[config.mk]
export PLATFORM = sky130hd
export DESIGN_NAME = vpo_top
export DESIGN_NICKNAME = d
export VERILOG_FILES = /design/src/logic/vpo_pkg.sv /design/src/logic/vpo_trs_word.sv /design/src/logic/vpo_top.sv
export SDC_FILE = /design/constraint.sdc
export NUM_CORES = 1
export LEC_CHECK = 0
export ABC_AREA = 1
export BUFFER_PORTS_ARGS = -buffer_cell sky130_fd_sc_hd__buf_2
export CAP_MARGIN = 10
export CORE_UTILIZATION = 43
export CTS_CLUSTER_SIZE = 16
export DETAILED_ROUTE_END_ITERATION = 7
export RECOVER_POWER = 50
export SLEW_MARGIN = 25
export SYNTH_ARGS = -nofsm -noshare
export SYNTH_HDL_FRONTEND = slang
export SYNTH_SLANG_ARGS = --single-unit
export TNS_END_PERCENT = 100
[constraint.sdc]
create_clock -name clock -period 2.45 [get_ports clock]
set_input_delay 0.735 -clock clock [delete_from_list [all_inputs] [get_ports clock]]
set_output_delay 0.735 -clock clock [all_outputs]
set_load 0.02 [all_outputs]
[src/logic/vpo_pkg.sv]
// Constants shared by the video pixel output port
package vpo_pkg;
  // Register offsets
  localparam logic [7:0] VPO_A_TIMING_CTL = 8'h04;
  localparam logic [7:0] VPO_A_HB_BEG_LO  = 8'h30;
  localparam logic [7:0] VPO_A_HB_BEG_HI  = 8'h31;
  localparam logic [7:0] VPO_A_HB_FIN     = 8'h32;
  localparam logic [7:0] VPO_A_VB_BEG_LO  = 8'h33;
  localparam logic [7:0] VPO_A_VB_BEG_HI  = 8'h34;
  localparam logic [7:0] VPO_A_VB_FIN     = 8'h35;
  localparam logic [7:0] VPO_A_PORT_MODE  = 8'h40;
  localparam logic [7:0] VPO_A_HCNT_LO    = 8'h41;
  localparam logic [7:0] VPO_A_STATUS     = 8'h42;
  // Field positions in the timing control register
  localparam int VPO_B_LATCH_SEL = 4;
  localparam int VPO_B_DUTY_SEL  = 5;
  // Reset values
  localparam logic [7:0] VPO_R_TIMING_CTL = 8'h00;
  localparam logic [9:0] VPO_R_HB_BEG     = 10'h34a;
  localparam logic [7:0] VPO_R_HB_FIN     = 8'h7a;
  localparam logic [9:0] VPO_R_VB_BEG     = 10'h103;
  localparam logic [7:0] VPO_R_VB_FIN     = 8'h13;
  localparam logic [2:0] VPO_R_MODE       = 3'h0;
  // Output mode codes
  localparam logic [2:0] VPO_M_YC8   = 3'h0;
  localparam logic [2:0] VPO_M_YC16  = 3'h1;
  localparam logic [2:0] VPO_M_RGB15 = 3'h2;
  localparam logic [2:0] VPO_M_RGB16 = 3'h3;
  localparam logic [2:0] VPO_M_B656  = 3'h4;
  // Blanking levels and timing reference bytes
  localparam logic [7:0] VPO_LUMA_BLK   = 8'h10;
  localparam logic [7:0] VPO_CHROMA_BLK = 8'h80;
  localparam logic [7:0] VPO_TRS_ONES   = 8'hff;
  localparam logic [7:0] VPO_TRS_ZERO   = 8'h00;
  // Pixel counts ahead of blank end at which start-of-active begins
  localparam logic [9:0] VPO_SAV_LEAD   = 10'h002;
  // Timing reference sequencer states
  typedef enum logic [4:0] {
    VPO_T_IDLE = 5'b00001,
    VPO_T_ONES = 5'b00010,
    VPO_T_Z1   = 5'b00100,
    VPO_T_Z2   = 5'b01000,
    VPO_T_STAT = 5'b10000
  } vpo_trs_e;
endpackage : vpo_pkg

[src/logic/vpo_trs_word.sv]
// Status byte of a timing reference code
`timescale 1ns/1ps
`default_nettype none
module vpo_trs_word (
  // Frame flags
  input  wire logic       fld,
  input  wire logic       vbl,
  input  wire logic       hfl,
  // Status byte
  output logic [7:0] word
);
  // Fixed one, flags, then protection bits
  assign word = {1'b1, fld, vbl, hfl,
                 vbl ^ hfl, fld ^ hfl, fld ^ vbl,
                 fld ^ vbl ^ hfl};
  // No clock here; the byte is checked where it reaches the pixel bus
endmodule : vpo_trs_word
`default_nettype wire

[src/logic/vpo_top.sv]
// Video pixel output port: blanking timing and pixel bus formatting
//
// Strobed register access was left to the implementer.
`timescale 1ns/1ps
`default_nettype none
module vpo_top
  import vpo_pkg::*;
#(
  parameter int CW = 10  // Pixel and line counter width
) (
  // Clock and reset
  input  wire logic               clock,
  input  wire logic               rstn,
  // Register port
  input  wire logic [7:0]         reg_addr,
  input  wire logic [7:0]         reg_wdata,
  input  wire logic               reg_wr,
  input  wire logic               reg_rd,
  output logic [7:0]              reg_rdata,
  // Timing inputs from sync detection
  input  wire logic               sync_tip,
  input  wire logic               field_start,
  input  wire logic               field_in,
  input  wire logic               hsync_in_n,
  input  wire logic               vsync_in_n,
  // Decoded pixel stream
  input  wire logic               pix_tick,
  input  wire logic [7:0]         y_in,
  input  wire logic [7:0]         c_in,
  input  wire logic [15:0]        rgb_in,
  // Raw VBI and ancillary data
  input  wire logic               vbi_in,
  input  wire logic [7:0]         vbi_s0,
  input  wire logic [7:0]         vbi_s1,
  input  wire logic               anc_valid,
  input  wire logic [7:0]         anc_byte,
  // Pixel port outputs
  output logic [15:0]             pixel_bus,
  output logic                    blank_n,
  output logic                    hsync_n,
  output logic                    vsync_n,
  output logic                    pixel_qualify_strobe_n,
  output logic                    vbi_payload_flag_n,
  output logic                    field_out
);
  import vpo_pkg::*;

  // Programmed registers
  logic [7:0]    timing_ctl_reg;   // Strobe control
  logic [9:0]    hb_beg_reg;       // Horizontal blank start
  logic [7:0]    hb_fin_reg;       // Horizontal blank end
  logic [9:0]    vb_beg_reg;       // Vertical blank start line
  logic [7:0]    vb_fin_reg;       // Vertical blank end line
  logic [2:0]    mode_reg;         // Output format
  // Timing state
  // Counters are CW wide; the blank start registers keep ten bits, the end registers eight
  logic [CW-1:0] hcnt_reg;         // Pixel counter
  logic [CW-1:0] line_reg;         // Line counter in field
  logic          hblank_reg;       // Horizontal blank
  logic [1:0]    phase_reg;        // 8-bit byte phase
  logic          strobe_tgl_reg;   // Free half-rate strobe
  vpo_trs_e      trs_reg;          // Reference sequencer
  vpo_trs_e      trs_next;
  logic          trs_h_reg;        // H flag of current code

  // Register decode
  wire w_tctl  = reg_wr && (reg_addr == VPO_A_TIMING_CTL);
  wire w_hblo  = reg_wr && (reg_addr == VPO_A_HB_BEG_LO);
  wire w_hbhi  = reg_wr && (reg_addr == VPO_A_HB_BEG_HI);
  wire w_hbfin = reg_wr && (reg_addr == VPO_A_HB_FIN);
  wire w_vblo  = reg_wr && (reg_addr == VPO_A_VB_BEG_LO);
  wire w_vbhi  = reg_wr && (reg_addr == VPO_A_VB_BEG_HI);
  wire w_vbfin = reg_wr && (reg_addr == VPO_A_VB_FIN);
  wire w_mode  = reg_wr && (reg_addr == VPO_A_PORT_MODE);

  // Mode decode
  wire m_yc8   = (mode_reg == VPO_M_YC8);
  wire m_yc16  = (mode_reg == VPO_M_YC16);
  wire m_rgb15 = (mode_reg == VPO_M_RGB15);
  wire m_rgb16 = (mode_reg == VPO_M_RGB16);
  wire m_656   = (mode_reg == VPO_M_B656);
  wire m_wide  = m_yc16 | m_rgb15 | m_rgb16;
  wire latch_sel = timing_ctl_reg[VPO_B_LATCH_SEL];
  wire duty_sel  = timing_ctl_reg[VPO_B_DUTY_SEL];

  // Horizontal compare ignores bit 0: two-pixel steps
  // An odd programmed position acts as the even one below it
  wire hb_set = pix_tick && (hcnt_reg[CW-1:1] == hb_beg_reg[9:1]);
  wire [9:0] hb_fin_w = {2'b00, hb_fin_reg};
  wire hb_clr = pix_tick && (hcnt_reg[CW-1:1] == hb_fin_w[9:1]);
  // Start-of-active code leads blank end by two pixels
  wire [9:0] sav_at = hb_fin_w - VPO_SAV_LEAD;
  wire sav_hit = pix_tick && hblank_reg && (hcnt_reg == sav_at);
  // Whole lines blanked between start and end lines
  // A start line at or below the end line blanks the whole field
  wire vblank = (line_reg >= vb_beg_reg) || (line_reg < {2'b00, vb_fin_reg});
  wire blank_int = hblank_reg | vblank;
  wire trs_busy  = (trs_reg != VPO_T_IDLE);
  // A match while a reference is still going out is dropped
  wire trs_go    = m_656 && !trs_busy && ((hb_set && !hblank_reg) || sav_hit);
  wire vbi_on    = vbi_in && blank_int;
  // Flag follows the blank output, which a reference holds low as well
  wire vbi_flag  = vbi_in && (blank_int || trs_busy);

  // Status byte for the code now being sent
  logic [7:0] status_byte;
  vpo_trs_word u_word (
    .fld  (field_in),
    .vbl  (vblank),
    .hfl  (trs_h_reg),
    .word (status_byte)
  );

  // Register writes
  // High bytes keep two bits; upper write bits are dropped
  always_ff @(posedge clock or negedge rstn) begin
    if (!rstn) begin
      timing_ctl_reg <= VPO_R_TIMING_CTL;
      hb_beg_reg     <= VPO_R_HB_BEG;
      hb_fin_reg     <= VPO_R_HB_FIN;
      vb_beg_reg     <= VPO_R_VB_BEG;
      vb_fin_reg     <= VPO_R_VB_FIN;
      mode_reg       <= VPO_R_MODE;
    end else begin
      if (w_tctl)  timing_ctl_reg   <= reg_wdata;
      if (w_hblo)  hb_beg_reg[7:0]  <= reg_wdata;
      if (w_hbhi)  hb_beg_reg[9:8]  <= reg_wdata[1:0];
      if (w_hbfin) hb_fin_reg       <= reg_wdata;
      if (w_vblo)  vb_beg_reg[7:0]  <= reg_wdata;
      if (w_vbhi)  vb_beg_reg[9:8]  <= reg_wdata[1:0];
      if (w_vbfin) vb_fin_reg       <= reg_wdata;
      if (w_mode)  mode_reg         <= reg_wdata[2:0];
    end
  end

  // Read data mux; unmapped addresses read zero
  // Count and status reads show live values, not a snapshot
  logic [7:0] rd_mux;
  always_comb begin
    unique case (reg_addr)
      VPO_A_TIMING_CTL: rd_mux = timing_ctl_reg;
      VPO_A_HB_BEG_LO:  rd_mux = hb_beg_reg[7:0];
      VPO_A_HB_BEG_HI:  rd_mux = {6'h00, hb_beg_reg[9:8]};
      VPO_A_HB_FIN:     rd_mux = hb_fin_reg;
      VPO_A_VB_BEG_LO:  rd_mux = vb_beg_reg[7:0];
      VPO_A_VB_BEG_HI:  rd_mux = {6'h00, vb_beg_reg[9:8]};
      VPO_A_VB_FIN:     rd_mux = vb_fin_reg;
      VPO_A_PORT_MODE:  rd_mux = {5'h00, mode_reg};
      VPO_A_HCNT_LO:    rd_mux = hcnt_reg[7:0];
      VPO_A_STATUS:     rd_mux = {3'h0, field_in, vblank, hblank_reg, hcnt_reg[9:8]};
      default:          rd_mux = 8'h00;
    endcase
  end

  // Read data stands in the cycle after the strobe only
  always_ff @(posedge clock or negedge rstn) begin
    if (!rstn) reg_rdata <= 8'h00;
    else       reg_rdata <= reg_rd ? rd_mux : 8'h00;
  end

  // Pixel and line counters
  // Counters wrap silently; longer lines than CW allows are not supported
  always_ff @(posedge clock or negedge rstn) begin
    if (!rstn) begin
      hcnt_reg <= '0;
      line_reg <= '0;
    end else begin
      if (sync_tip)      hcnt_reg <= '0;
      else if (pix_tick) hcnt_reg <= hcnt_reg + 1'b1;
      if (field_start)   line_reg <= CW'(1);
      else if (sync_tip) line_reg <= line_reg + 1'b1;
    end
  end

  // Horizontal blank flag; set wins when both match
  always_ff @(posedge clock or negedge rstn) begin
    if (!rstn)       hblank_reg <= 1'b1;
    else if (hb_set) hblank_reg <= 1'b1;
    else if (hb_clr) hblank_reg <= 1'b0;
  end

  // Byte phase restarts with active video so Cb leads
  // Which chroma is sent comes from the source, not from this phase
  always_ff @(posedge clock or negedge rstn) begin
    if (!rstn)           phase_reg <= 2'h0;
    else if (blank_int)  phase_reg <= 2'h0;
    else                 phase_reg <= phase_reg + 2'h1;
  end

  // Timing reference sequencer
  // One-hot states; an illegal code falls back to idle
  always_comb begin
    unique case (trs_reg)
      VPO_T_IDLE: trs_next = trs_go ? VPO_T_ONES : VPO_T_IDLE;
      VPO_T_ONES: trs_next = VPO_T_Z1;
      VPO_T_Z1:   trs_next = VPO_T_Z2;
      VPO_T_Z2:   trs_next = VPO_T_STAT;
      VPO_T_STAT: trs_next = VPO_T_IDLE;
      default:    trs_next = VPO_T_IDLE;
    endcase
  end

  always_ff @(posedge clock or negedge rstn) begin
    if (!rstn) begin
      trs_reg   <= VPO_T_IDLE;
      trs_h_reg <= 1'b0;
    end else begin
      trs_reg <= trs_next;
      if (trs_go) trs_h_reg <= !sav_hit;
    end
  end

  // Free-running half-rate strobe for the regular strobe form
  // Runs whatever the mode, so its phase against pixels is arbitrary
  always_ff @(posedge clock or negedge rstn) begin
    if (!rstn) strobe_tgl_reg <= 1'b0;
    else       strobe_tgl_reg <= !strobe_tgl_reg;
  end

  // Pixel bus next value per mode
  logic [15:0] bus_next;
  logic [7:0]  byte8;
  always_comb begin
    byte8    = (phase_reg[0]) ? y_in : c_in;
    bus_next = 16'h0000;
    // Raw VBI outranks blanking levels but never a reference code
    if (vbi_on && !(m_656 && trs_busy)) begin
      bus_next = m_wide ? {vbi_s0, vbi_s1} : {vbi_s0, 8'h00};
    end else if (m_656) begin
      unique case (trs_reg)
        VPO_T_ONES: bus_next = {VPO_TRS_ONES, 8'h00};
        VPO_T_Z1,
        VPO_T_Z2:   bus_next = {VPO_TRS_ZERO, 8'h00};
        VPO_T_STAT: bus_next = {status_byte, 8'h00};
        default: begin
          if (!blank_int)     bus_next = {byte8, 8'h00};
          else if (anc_valid) bus_next = {anc_byte, 8'h00};
          else bus_next = {phase_reg[0] ? VPO_LUMA_BLK : VPO_CHROMA_BLK, 8'h00};
        end
      endcase
    end else if (m_yc8) begin
      if (blank_int) bus_next = {phase_reg[0] ? VPO_LUMA_BLK : VPO_CHROMA_BLK, 8'h00};
      else           bus_next = {byte8, 8'h00};
    end else if (m_yc16) begin
      bus_next = blank_int ? {VPO_LUMA_BLK, VPO_CHROMA_BLK} : {y_in, c_in};
    end else if (m_rgb15) begin
      bus_next = blank_int ? 16'h0000 : {1'b0, rgb_in[14:0]};
    end else if (m_rgb16) begin
      bus_next = blank_int ? 16'h0000 : rgb_in;
    end
  end

  // Strobe, asserted high internally
  // Latch form overrides the duty choice; software must use it active low
  logic strobe_next;
  always_comb begin
    if (trs_busy)       strobe_next = 1'b0;
    else if (latch_sel) strobe_next = 1'b1;
    else if (m_wide)    strobe_next = duty_sel ? pix_tick : strobe_tgl_reg;
    else                strobe_next = 1'b1;
  end

  // All port outputs leave together after the clock edge
  // Syncs pass one flop only, so they trail their source by a cycle
  always_ff @(posedge clock or negedge rstn) begin
    if (!rstn) begin
      pixel_bus              <= 16'h0000;
      blank_n                <= 1'b0;
      hsync_n                <= 1'b1;
      vsync_n                <= 1'b1;
      pixel_qualify_strobe_n <= 1'b1;
      vbi_payload_flag_n     <= 1'b1;
      field_out              <= 1'b0;
    end else begin
      pixel_bus              <= bus_next;
      blank_n                <= !(blank_int || trs_busy);
      hsync_n                <= hsync_in_n;
      vsync_n                <= vsync_in_n;
      pixel_qualify_strobe_n <= !strobe_next;
      vbi_payload_flag_n     <= !vbi_flag;
      field_out              <= field_in;
    end
  end

  // Checks on the logic above
  // Mode writes are excluded where the next cycle changes form
  a_count_zero : assert property (@(posedge clock) disable iff (!rstn)
    sync_tip |=> (hcnt_reg == '0)) else $error("counter not zero after sync tip");
  a_hblank_set : assert property (@(posedge clock) disable iff (!rstn)
    hb_set |=> hblank_reg) else $error("blank did not start");
  a_hblank_clear : assert property (@(posedge clock) disable iff (!rstn)
    (hb_clr && !hb_set) |=> !hblank_reg) else $error("blank did not end");
  a_vblank_whole : assert property (@(posedge clock) disable iff (!rstn)
    (vblank && !trs_busy && $stable(line_reg)) |=> !blank_n) else $error("blanked line shows active");
  a_rgb15_top : assert property (@(posedge clock) disable iff (!rstn)
    (m_rgb15 && !vbi_on && !w_mode) |=> (pixel_bus[15] == 1'b0)) else $error("rgb15 top bit set");
  a_blank_level : assert property (@(posedge clock) disable iff (!rstn)
    (m_yc16 && blank_int && !vbi_in && !w_mode) |=> (pixel_bus == 16'h1080)) else $error("blank level wrong");
  a_trs_sequence : assert property (@(posedge clock) disable iff (!rstn)
    (trs_go && !vbi_in) |=> ##1 (pixel_bus[15:8] == 8'hff) ##1 (pixel_bus[15:8] == 8'h00)
      ##1 (pixel_bus[15:8] == 8'h00)) else $error("reference sequence wrong");
  a_trs_no_strobe : assert property (@(posedge clock) disable iff (!rstn)
    trs_busy |=> (pixel_qualify_strobe_n && !blank_n)) else $error("strobe during reference");
  a_latch_strobe : assert property (@(posedge clock) disable iff (!rstn)
    (latch_sel && !trs_busy && !w_tctl) |=> !pixel_qualify_strobe_n) else $error("latch strobe not held");
  a_raw_vbi_lanes : assert property (@(posedge clock) disable iff (!rstn)
    (vbi_on && m_wide && !w_mode) |=> (pixel_bus == {$past(vbi_s0), $past(vbi_s1)})) else $error("vbi lanes");
  a_prot_bits : assert property (@(posedge clock) disable iff (!rstn)
    (m_656 && (trs_reg == VPO_T_STAT) && !w_mode) |=> (pixel_bus[15] && (pixel_bus[11:8] == {
      pixel_bus[13] ^ pixel_bus[12], pixel_bus[14] ^ pixel_bus[12], pixel_bus[14] ^ pixel_bus[13],
      pixel_bus[14] ^ pixel_bus[13] ^ pixel_bus[12]}))) else $error("protection bits wrong");
  a_narrow_low_lane : assert property (@(posedge clock) disable iff (!rstn)
    ((m_yc8 || m_656) && !w_mode) |=> (pixel_bus[7:0] == 8'h00)) else $error("low lane not zero");
  a_rgb_blank : assert property (@(posedge clock) disable iff (!rstn)
    ((m_rgb15 || m_rgb16) && blank_int && !vbi_in && !w_mode) |=> (pixel_bus == 16'h0000))
    else $error("rgb blank not zero");
  a_duty_strobe : assert property (@(posedge clock) disable iff (!rstn)
    (m_wide && duty_sel && !latch_sel && !trs_busy) |=> (pixel_qualify_strobe_n == !$past(pix_tick)))
    else $error("duty strobe wrong");
  a_sav_h_low : assert property (@(posedge clock) disable iff (!rstn)
    (trs_go && sav_hit) |=> !trs_h_reg) else $error("start code marked as end");
endmodule : vpo_top
`default_nettype wire

# --- After elaboration in Yosys (flattened, before gate mapping) ---
# Index checks and enable logic that the tools add are counted.
totals:
  register_bits: 107
  inputBits: 84
  wordCells: 125
op_classes:
  n_mux: 31
  bitwise: 7
  addsub: 4
  n_lt_le_gt_ge: 2
  n_eq_ne: 23
  n_reduce_logical: 35
op_table:
  columns: ["operator", "n"]
  rows:
  - ["$mux 16", 11]
  - ["$pmux 8 s10", 1]
  - ["$eq 8x6->1 const B", 6]
  - ["$pmux 16 s3", 1]
  - ["$mux 10", 4]
  - ["$mux 8", 4]
  - ["$eq 8x7->1 const B", 3]
  - ["$add 10x1->10 const B", 2]
  - ["$pmux 5 s4", 1]
  - ["$logic_and 1x1->1", 19]
  - ["$mux 15", 1]
  - ["$eq 10x10->1", 1]
  - ["$ge 10x10->1", 1]
  - ["$lt 10x8->1", 1]
  - ["$eq 9x7->1", 1]
  - ["$eq 9x9->1", 1]
  - ["$sub 8x2->9 const B", 1]
  - ["$eq 8x3->1 const B", 1]
  - ["$logic_not 1->1", 8]
  - ["$eq 3x2->1 const B", 2]
  - ["$mux 1", 6]
  - ["$reduce_bool 2->1", 3]
  - ["$eq 5x1->1 const B", 1]
  - ["$eq 5x2->1 const B", 1]
  - ["other kinds (13)", 21]

# --- Logic depth before layout (Yosys ltp) ---
logic_depth:
  depth_word: 10
  ltp_mapped: 18

# --- By module ---
# From an unflattened synthesis, not the netlist that was laid out.
unflattened:
  hier_cells: 864
  hier_area_um2: 6427.4
modules_own_cells:
  columns: ["module", "area_each_um2", "cells_per_inst", "instances"]
  rows:
  - ["vpo_top", 6332.3, 846, 1]
  - ["vpo_trs_word", 95.1, 18, 1]

# --- Worst setup path after synthesis ---
# OpenSTA, ideal clock, no wires.
synth_timing:
  kind: "register to register"
  startpoint: "register vb_beg_reg[8]"
  endpoint: "register pixel_bus[13]"
  path_stages_with_launch: 14
  path_buffers: 2
  period_less_slack_ns: 2.059
  t_arrival_ns: 1.942
  setup_time_ns: 0.118
  slack_ns: 0.391
  path_cell_list: "dfstp_2 inv_1 ha_1 nand2_1 nor2_1 a21boi_2 nor2_4 nand3_4 buf_6 buf_6 o211ai_2 nand2_1 a21oi_1 nor2_1"
synth_via:
  elab_chain_cells: 10
synth_rtl:
  columns: ["element", "line_no", "text"]
  rows:
  - ["start, declared", "vpo_top.sv:52", "logic [9:0] vb_beg_reg;"]
  - ["start signal, assigned", "vpo_top.sv:130", "if (w_vbhi) vb_beg_reg[9:8] <= reg_wdata[1:0];"]
  - ["$ge 10x10->1 (*)", "vpo_top.sv:96", "wire vblank = (line_reg >= vb_beg_reg) || (line_reg < {2'b00, vb_fin_reg});"]
  - ["$logic_or 1x1->1 (*)", "vpo_top.sv:96", null]
  - ["$or 1x1->1", "vpo_top.sv:97", "wire blank_int = hblank_reg | vblank;"]
  - ["$mux 16", "vpo_top.sv:249", "bus_next = blank_int ? 16'h0000 : rgb_in;"]
  - ["$mux 16", "vpo_top.sv:248", "end else if (m_rgb16) begin"]
  - ["$mux 16", "vpo_top.sv:246", "end else if (m_rgb15) begin"]
  - ["$mux 16", "vpo_top.sv:244", "end else if (m_yc16) begin"]
  - ["$mux 16", "vpo_top.sv:241", "end else if (m_yc8) begin"]
  - ["$mux 16", "vpo_top.sv:229", "end else if (m_656) begin"]
  - ["$mux 16 (*)", "vpo_top.sv:227", "if (vbi_on && !(m_656 && trs_busy)) begin"]
  - ["net bus_next[13]", "vpo_top.sv:221", "logic [15:0] bus_next;"]
  - ["end signal, assigned", "vpo_top.sv:275", "pixel_bus <= bus_next;"]
  - ["end, declared", "vpo_top.sv:38", "output logic [15:0] pixel_bus,"]
# Mark *: on every way through the listed nets, which the timed path passes. The rest lies on a longest branch.
# A chain may end at the register's enable or synchronous reset.

# --- Final worst setup path ---
layout_timing:
  startpoint: "register vb_beg_reg[8]"
  endpoint: "register pixel_bus[7]"
layout_via:
  elab_chain_cells: 10
layout_rtl:
  columns: ["element", "line_no"]
  rows:
  - ["$ge 10x10->1 (*)", "vpo_top.sv:96"]
  - ["$logic_or 1x1->1 (*)", "vpo_top.sv:96"]
  - ["$or 1x1->1 (*)", "vpo_top.sv:97"]
  - ["$mux 16", "vpo_top.sv:249"]
  - ["$mux 16", "vpo_top.sv:248"]
  - ["$mux 16", "vpo_top.sv:246"]
  - ["$mux 16", "vpo_top.sv:244"]
  - ["$mux 16", "vpo_top.sv:241"]
  - ["$mux 16", "vpo_top.sv:229"]
  - ["$mux 16 (*)", "vpo_top.sv:227"]
  - ["net bus_next[7]", "vpo_top.sv:221"]
# Marks and branches as above.

==> metrics.md <==
| Metric | Value |
|---|---|
| Crit path max fanout | `13` |
| DIE AREA | `15000 um2` |
| Tcrit/Tclk final | `0.942` |
| Routed Antenna Nets | `0` |
| Max Clock Freq | `433 MHz` |
| CP Launch Type | `flop` |
| Worst EP arrival | `2570 ps` |
| Row count | `43` |
| IO buf count | `113` |
| RePlAce Congestion | `0.907` |
| FF-to-FF End | `pixel_bus[7]$_DFF_PN0_` |
| Avg Cell Area, Syn | `7.58 um2` |
| Initial Util | `0.445` |
| Crit path kind | `reg2reg` |
| # setup viols final | `0` |
| TritonCTS buffer count | `9` |
| First-pass GRT wire length | `29.5 mm` |
| Layout area overhead | `17.9%` |
| Clk Latency, worst-skew pair | `360 ps` |
| Leakage | `0.00367 uW` |
| Clock Skews | `11.9 ps` |
| Post-route cell area | `7350 um2` |
| Drt drc | `0` |
| Post-Syn Nets | `926` |
| Area of the multi-input gates | `2980 um2` |
| Drt first pass iters | `6` |
| Max-Cap Viols | `0` |
| Setup TNS | `0 ps` |
| Adder-cell share of the synthesized area | `0.0402` |
| DP Area | `7060 um2` |
| Max-slew headroom | `0.0872` |
| Synth Area in Compound Gates | `0.172` |
| Total grt overflow | `0` |
| Commonest non-fill, non-tap cell in the layout | `nand2_1` |
| Mux cell area share after synthesis | `0` |
| Total Routing Usage GR | `0.262` |
| Share of layout cells above drive strength 1 | `0.212` |
| # IOs | `114` |
| Min-delay src | `strobe_tgl_reg$_DFF_PN0_` |
| Min Hold Slack | `412 ps` |
| Mapped Area | `6230 um2` |
| Largest family of logic cells by synthesized area | `simple AND/OR/NAND/NOR gates` |
| DR vias | `5968` |
| Synthesized-area fraction occupied by and/or/nand/nor cells | `0.242` |
| Yosys reg bits | `106` |
| Fill count | `1440` |
| Post-layout net count | `1048` |
| Chip Width | `122 um` |
| Synth Area in XOR/XNOR | `0.0225` |
| Worst Setup End Kind | `flop` |
| Starting DRT DRC Count | `408` |
| Root Driver | `clkbuf_16` |
| Vias in the first global route | `5610` |
| Post-layout min period | `2310 ps` |
| CTS tree | `done` |
| R2R Setup Slk | `140 ps` |
| Initial antenna violation count | `0` |
| Dpl hpwl | `14.8 mm` |
| Clock sinks | `106` |
| Die height | `122 um` |
| Routed WL | `19.0 mm` |
| Syn Inst Count | `822` |
| Syn. warnings | `0` |
| Largest net degree at the start of global routing | `59` |
| Vias per cell | `5.29` |
| Wire per inst | `16.8 um` |
| Pwr per Cell Area | `552 nW/um2` |
| Fin. Hold Viols | `0` |
| Maximum VDD drop | `0.281 mV` |
| Commonest cells after routing, fill and taps aside | `nand2_1, inv_1, buf_2` |
| Post-Route Utilization | `0.525` |
| RSZ-0062 raised after global routing | `false` |
| Seq/Total Area, Yosys | `0.430` |
| Hold Crit Depth | `1` |
| Hold Path End | `strobe_tgl_reg$_DFF_PN0_` |
| Library cells used by synthesis | `44` |
| Worst r2r src | `vb_beg_reg[8]$_DFFE_PN1P_` |
| Biggest register | `pixel_bus` |
| Worst Tran Pin Value | `1370 ps` |
| Worst hold path class | `reg2reg` |
| CTS clock-pin slew for the worst setup and hold paths | `70 ps` |
| Antenna fix cells | `0` |
| Longest Clk Path Bufs | `2` |
| Post-CTS Hold Fix Bufs | `0` |
| R2r worst-path depth | `11` |
| Status | `finished, final reports clean` |
| Placeable core area | `14000 um2` |
| FF/Latch Area | `2680 um2` |
| Slew Viols, Final | `0` |
| H-tree levels | `3` |
| Max reg flops | `16` |
| Worst EP required | `2710 ps` |
through the flow:
stage / instances / setup slack (ps) / power, uW
3_3_place_gp: 1112 / 132 / 2670
2_1_floorplan: 822 / 391 / 2390
4_1_cts: 1128 / 64.0 / 4070
6_report: 1129 / 142 / 4060
3_5_place_dp: 1112 / 80.0 / 2680
5_1_grt: 1129 / 3.56 / 4240
cell families (layout without fill, tap and decap cells):
group / count (synthesis) / count (layout)
xor gates and xnor gates: 16 / 16
buffers and inverters: 147 / 274
DFF: 106 / 106
AOI/OAI and AO/OA: 185 / 185
adders and majority gates: 20 / 20
and+or+nand+nor: 348 / 348
per-layer routing:
metal	share of wire	GRT usage	vias to the layer above
met5	0	0	-
met4	0.019	0.0892	0
met3	0.053	0.0353	24
met2	0.47	0.429	205
met1	0.46	0.356	2805
li1	-	-	2934
repair_timing:
item,CTS,global route
buffers inserted,0,1
gates resized for setup,0,4
endpoints found under the setup margin,0,5
worst max-delay path by stage:
stage	start	end	slack, ps
2_1_floorplan	vb_beg_reg[8]$_DFFE_PN1P_	pixel_bus[13]$_DFF_PN0_	390
3_3_place_gp	vb_beg_reg[8]$_DFFE_PN1P_	pixel_bus[11]$_DFF_PN0_	130
3_5_place_dp	vb_beg_reg[8]$_DFFE_PN1P_	pixel_bus[11]$_DFF_PN0_	80
4_1_cts	vb_beg_reg[8]$_DFFE_PN1P_	pixel_bus[11]$_DFF_PN0_	60
5_1_grt	vb_beg_reg[8]$_DFFE_PN1P_	pixel_bus[9]$_DFF_PN0_	4
6_report	vb_beg_reg[8]$_DFFE_PN1P_	pixel_bus[7]$_DFF_PN0_	140
final cells by class:
class | count | area share
multi-input combinational | 569 | 0.406
sequential | 106 | 0.365
timing repair buffer | 129 | 0.0952
inverter | 129 | 0.0663
clock buffer | 12 | 0.0336
tap | 180 | 0.0307
clock inverter | 4 | 0.00392
critical path, stage by stage, from the launching register on:
cell and delay (ps):
dfstp_2 560, inv_1 50, ha_1 270, nand2_1 80, a21oi_1 50, nor2_1 80, nand2_1 100, nor2_4 190
nand3_4 120, o211ai_2 260, inv_1 180, o31ai_1 280
power breakdown:
group          total, uW  switching [uW]  internal [uW]
clock               1390             676            719
sequential          1920            72.2           1850
combinational        742             476            265
cell usage after synthesis (all sizes together):
cell	instances	area, um2
o221ai	1	8.76
a21o	1	7.51
xnor2	6	52.6
inv	129	487
or2	1	6.26
nand4	9	62.6
dfrtp	84	2100
dfstp	22	578
a221oi	4	35.0
xor2	10	87.6
o211ai	6	60.1
buf	8	55.1
o311a	1	10.0
nor3	26	150
o31ai	1	7.51
a31oi	5	31.3
o21bai	1	7.51
a21boi	1	11.3
nor4	5	31.3
o22ai	10	62.6
nand2	201	759
o2111ai	2	17.5
nand3	37	208
a21oi	41	216
o21ai	99	495
a211oi	1	7.51
clkbuf	10	37.5
a22o	11	96.3
nor2	69	289
ha	20	250
Note: power is estimated with default switching activity, not from simulation.
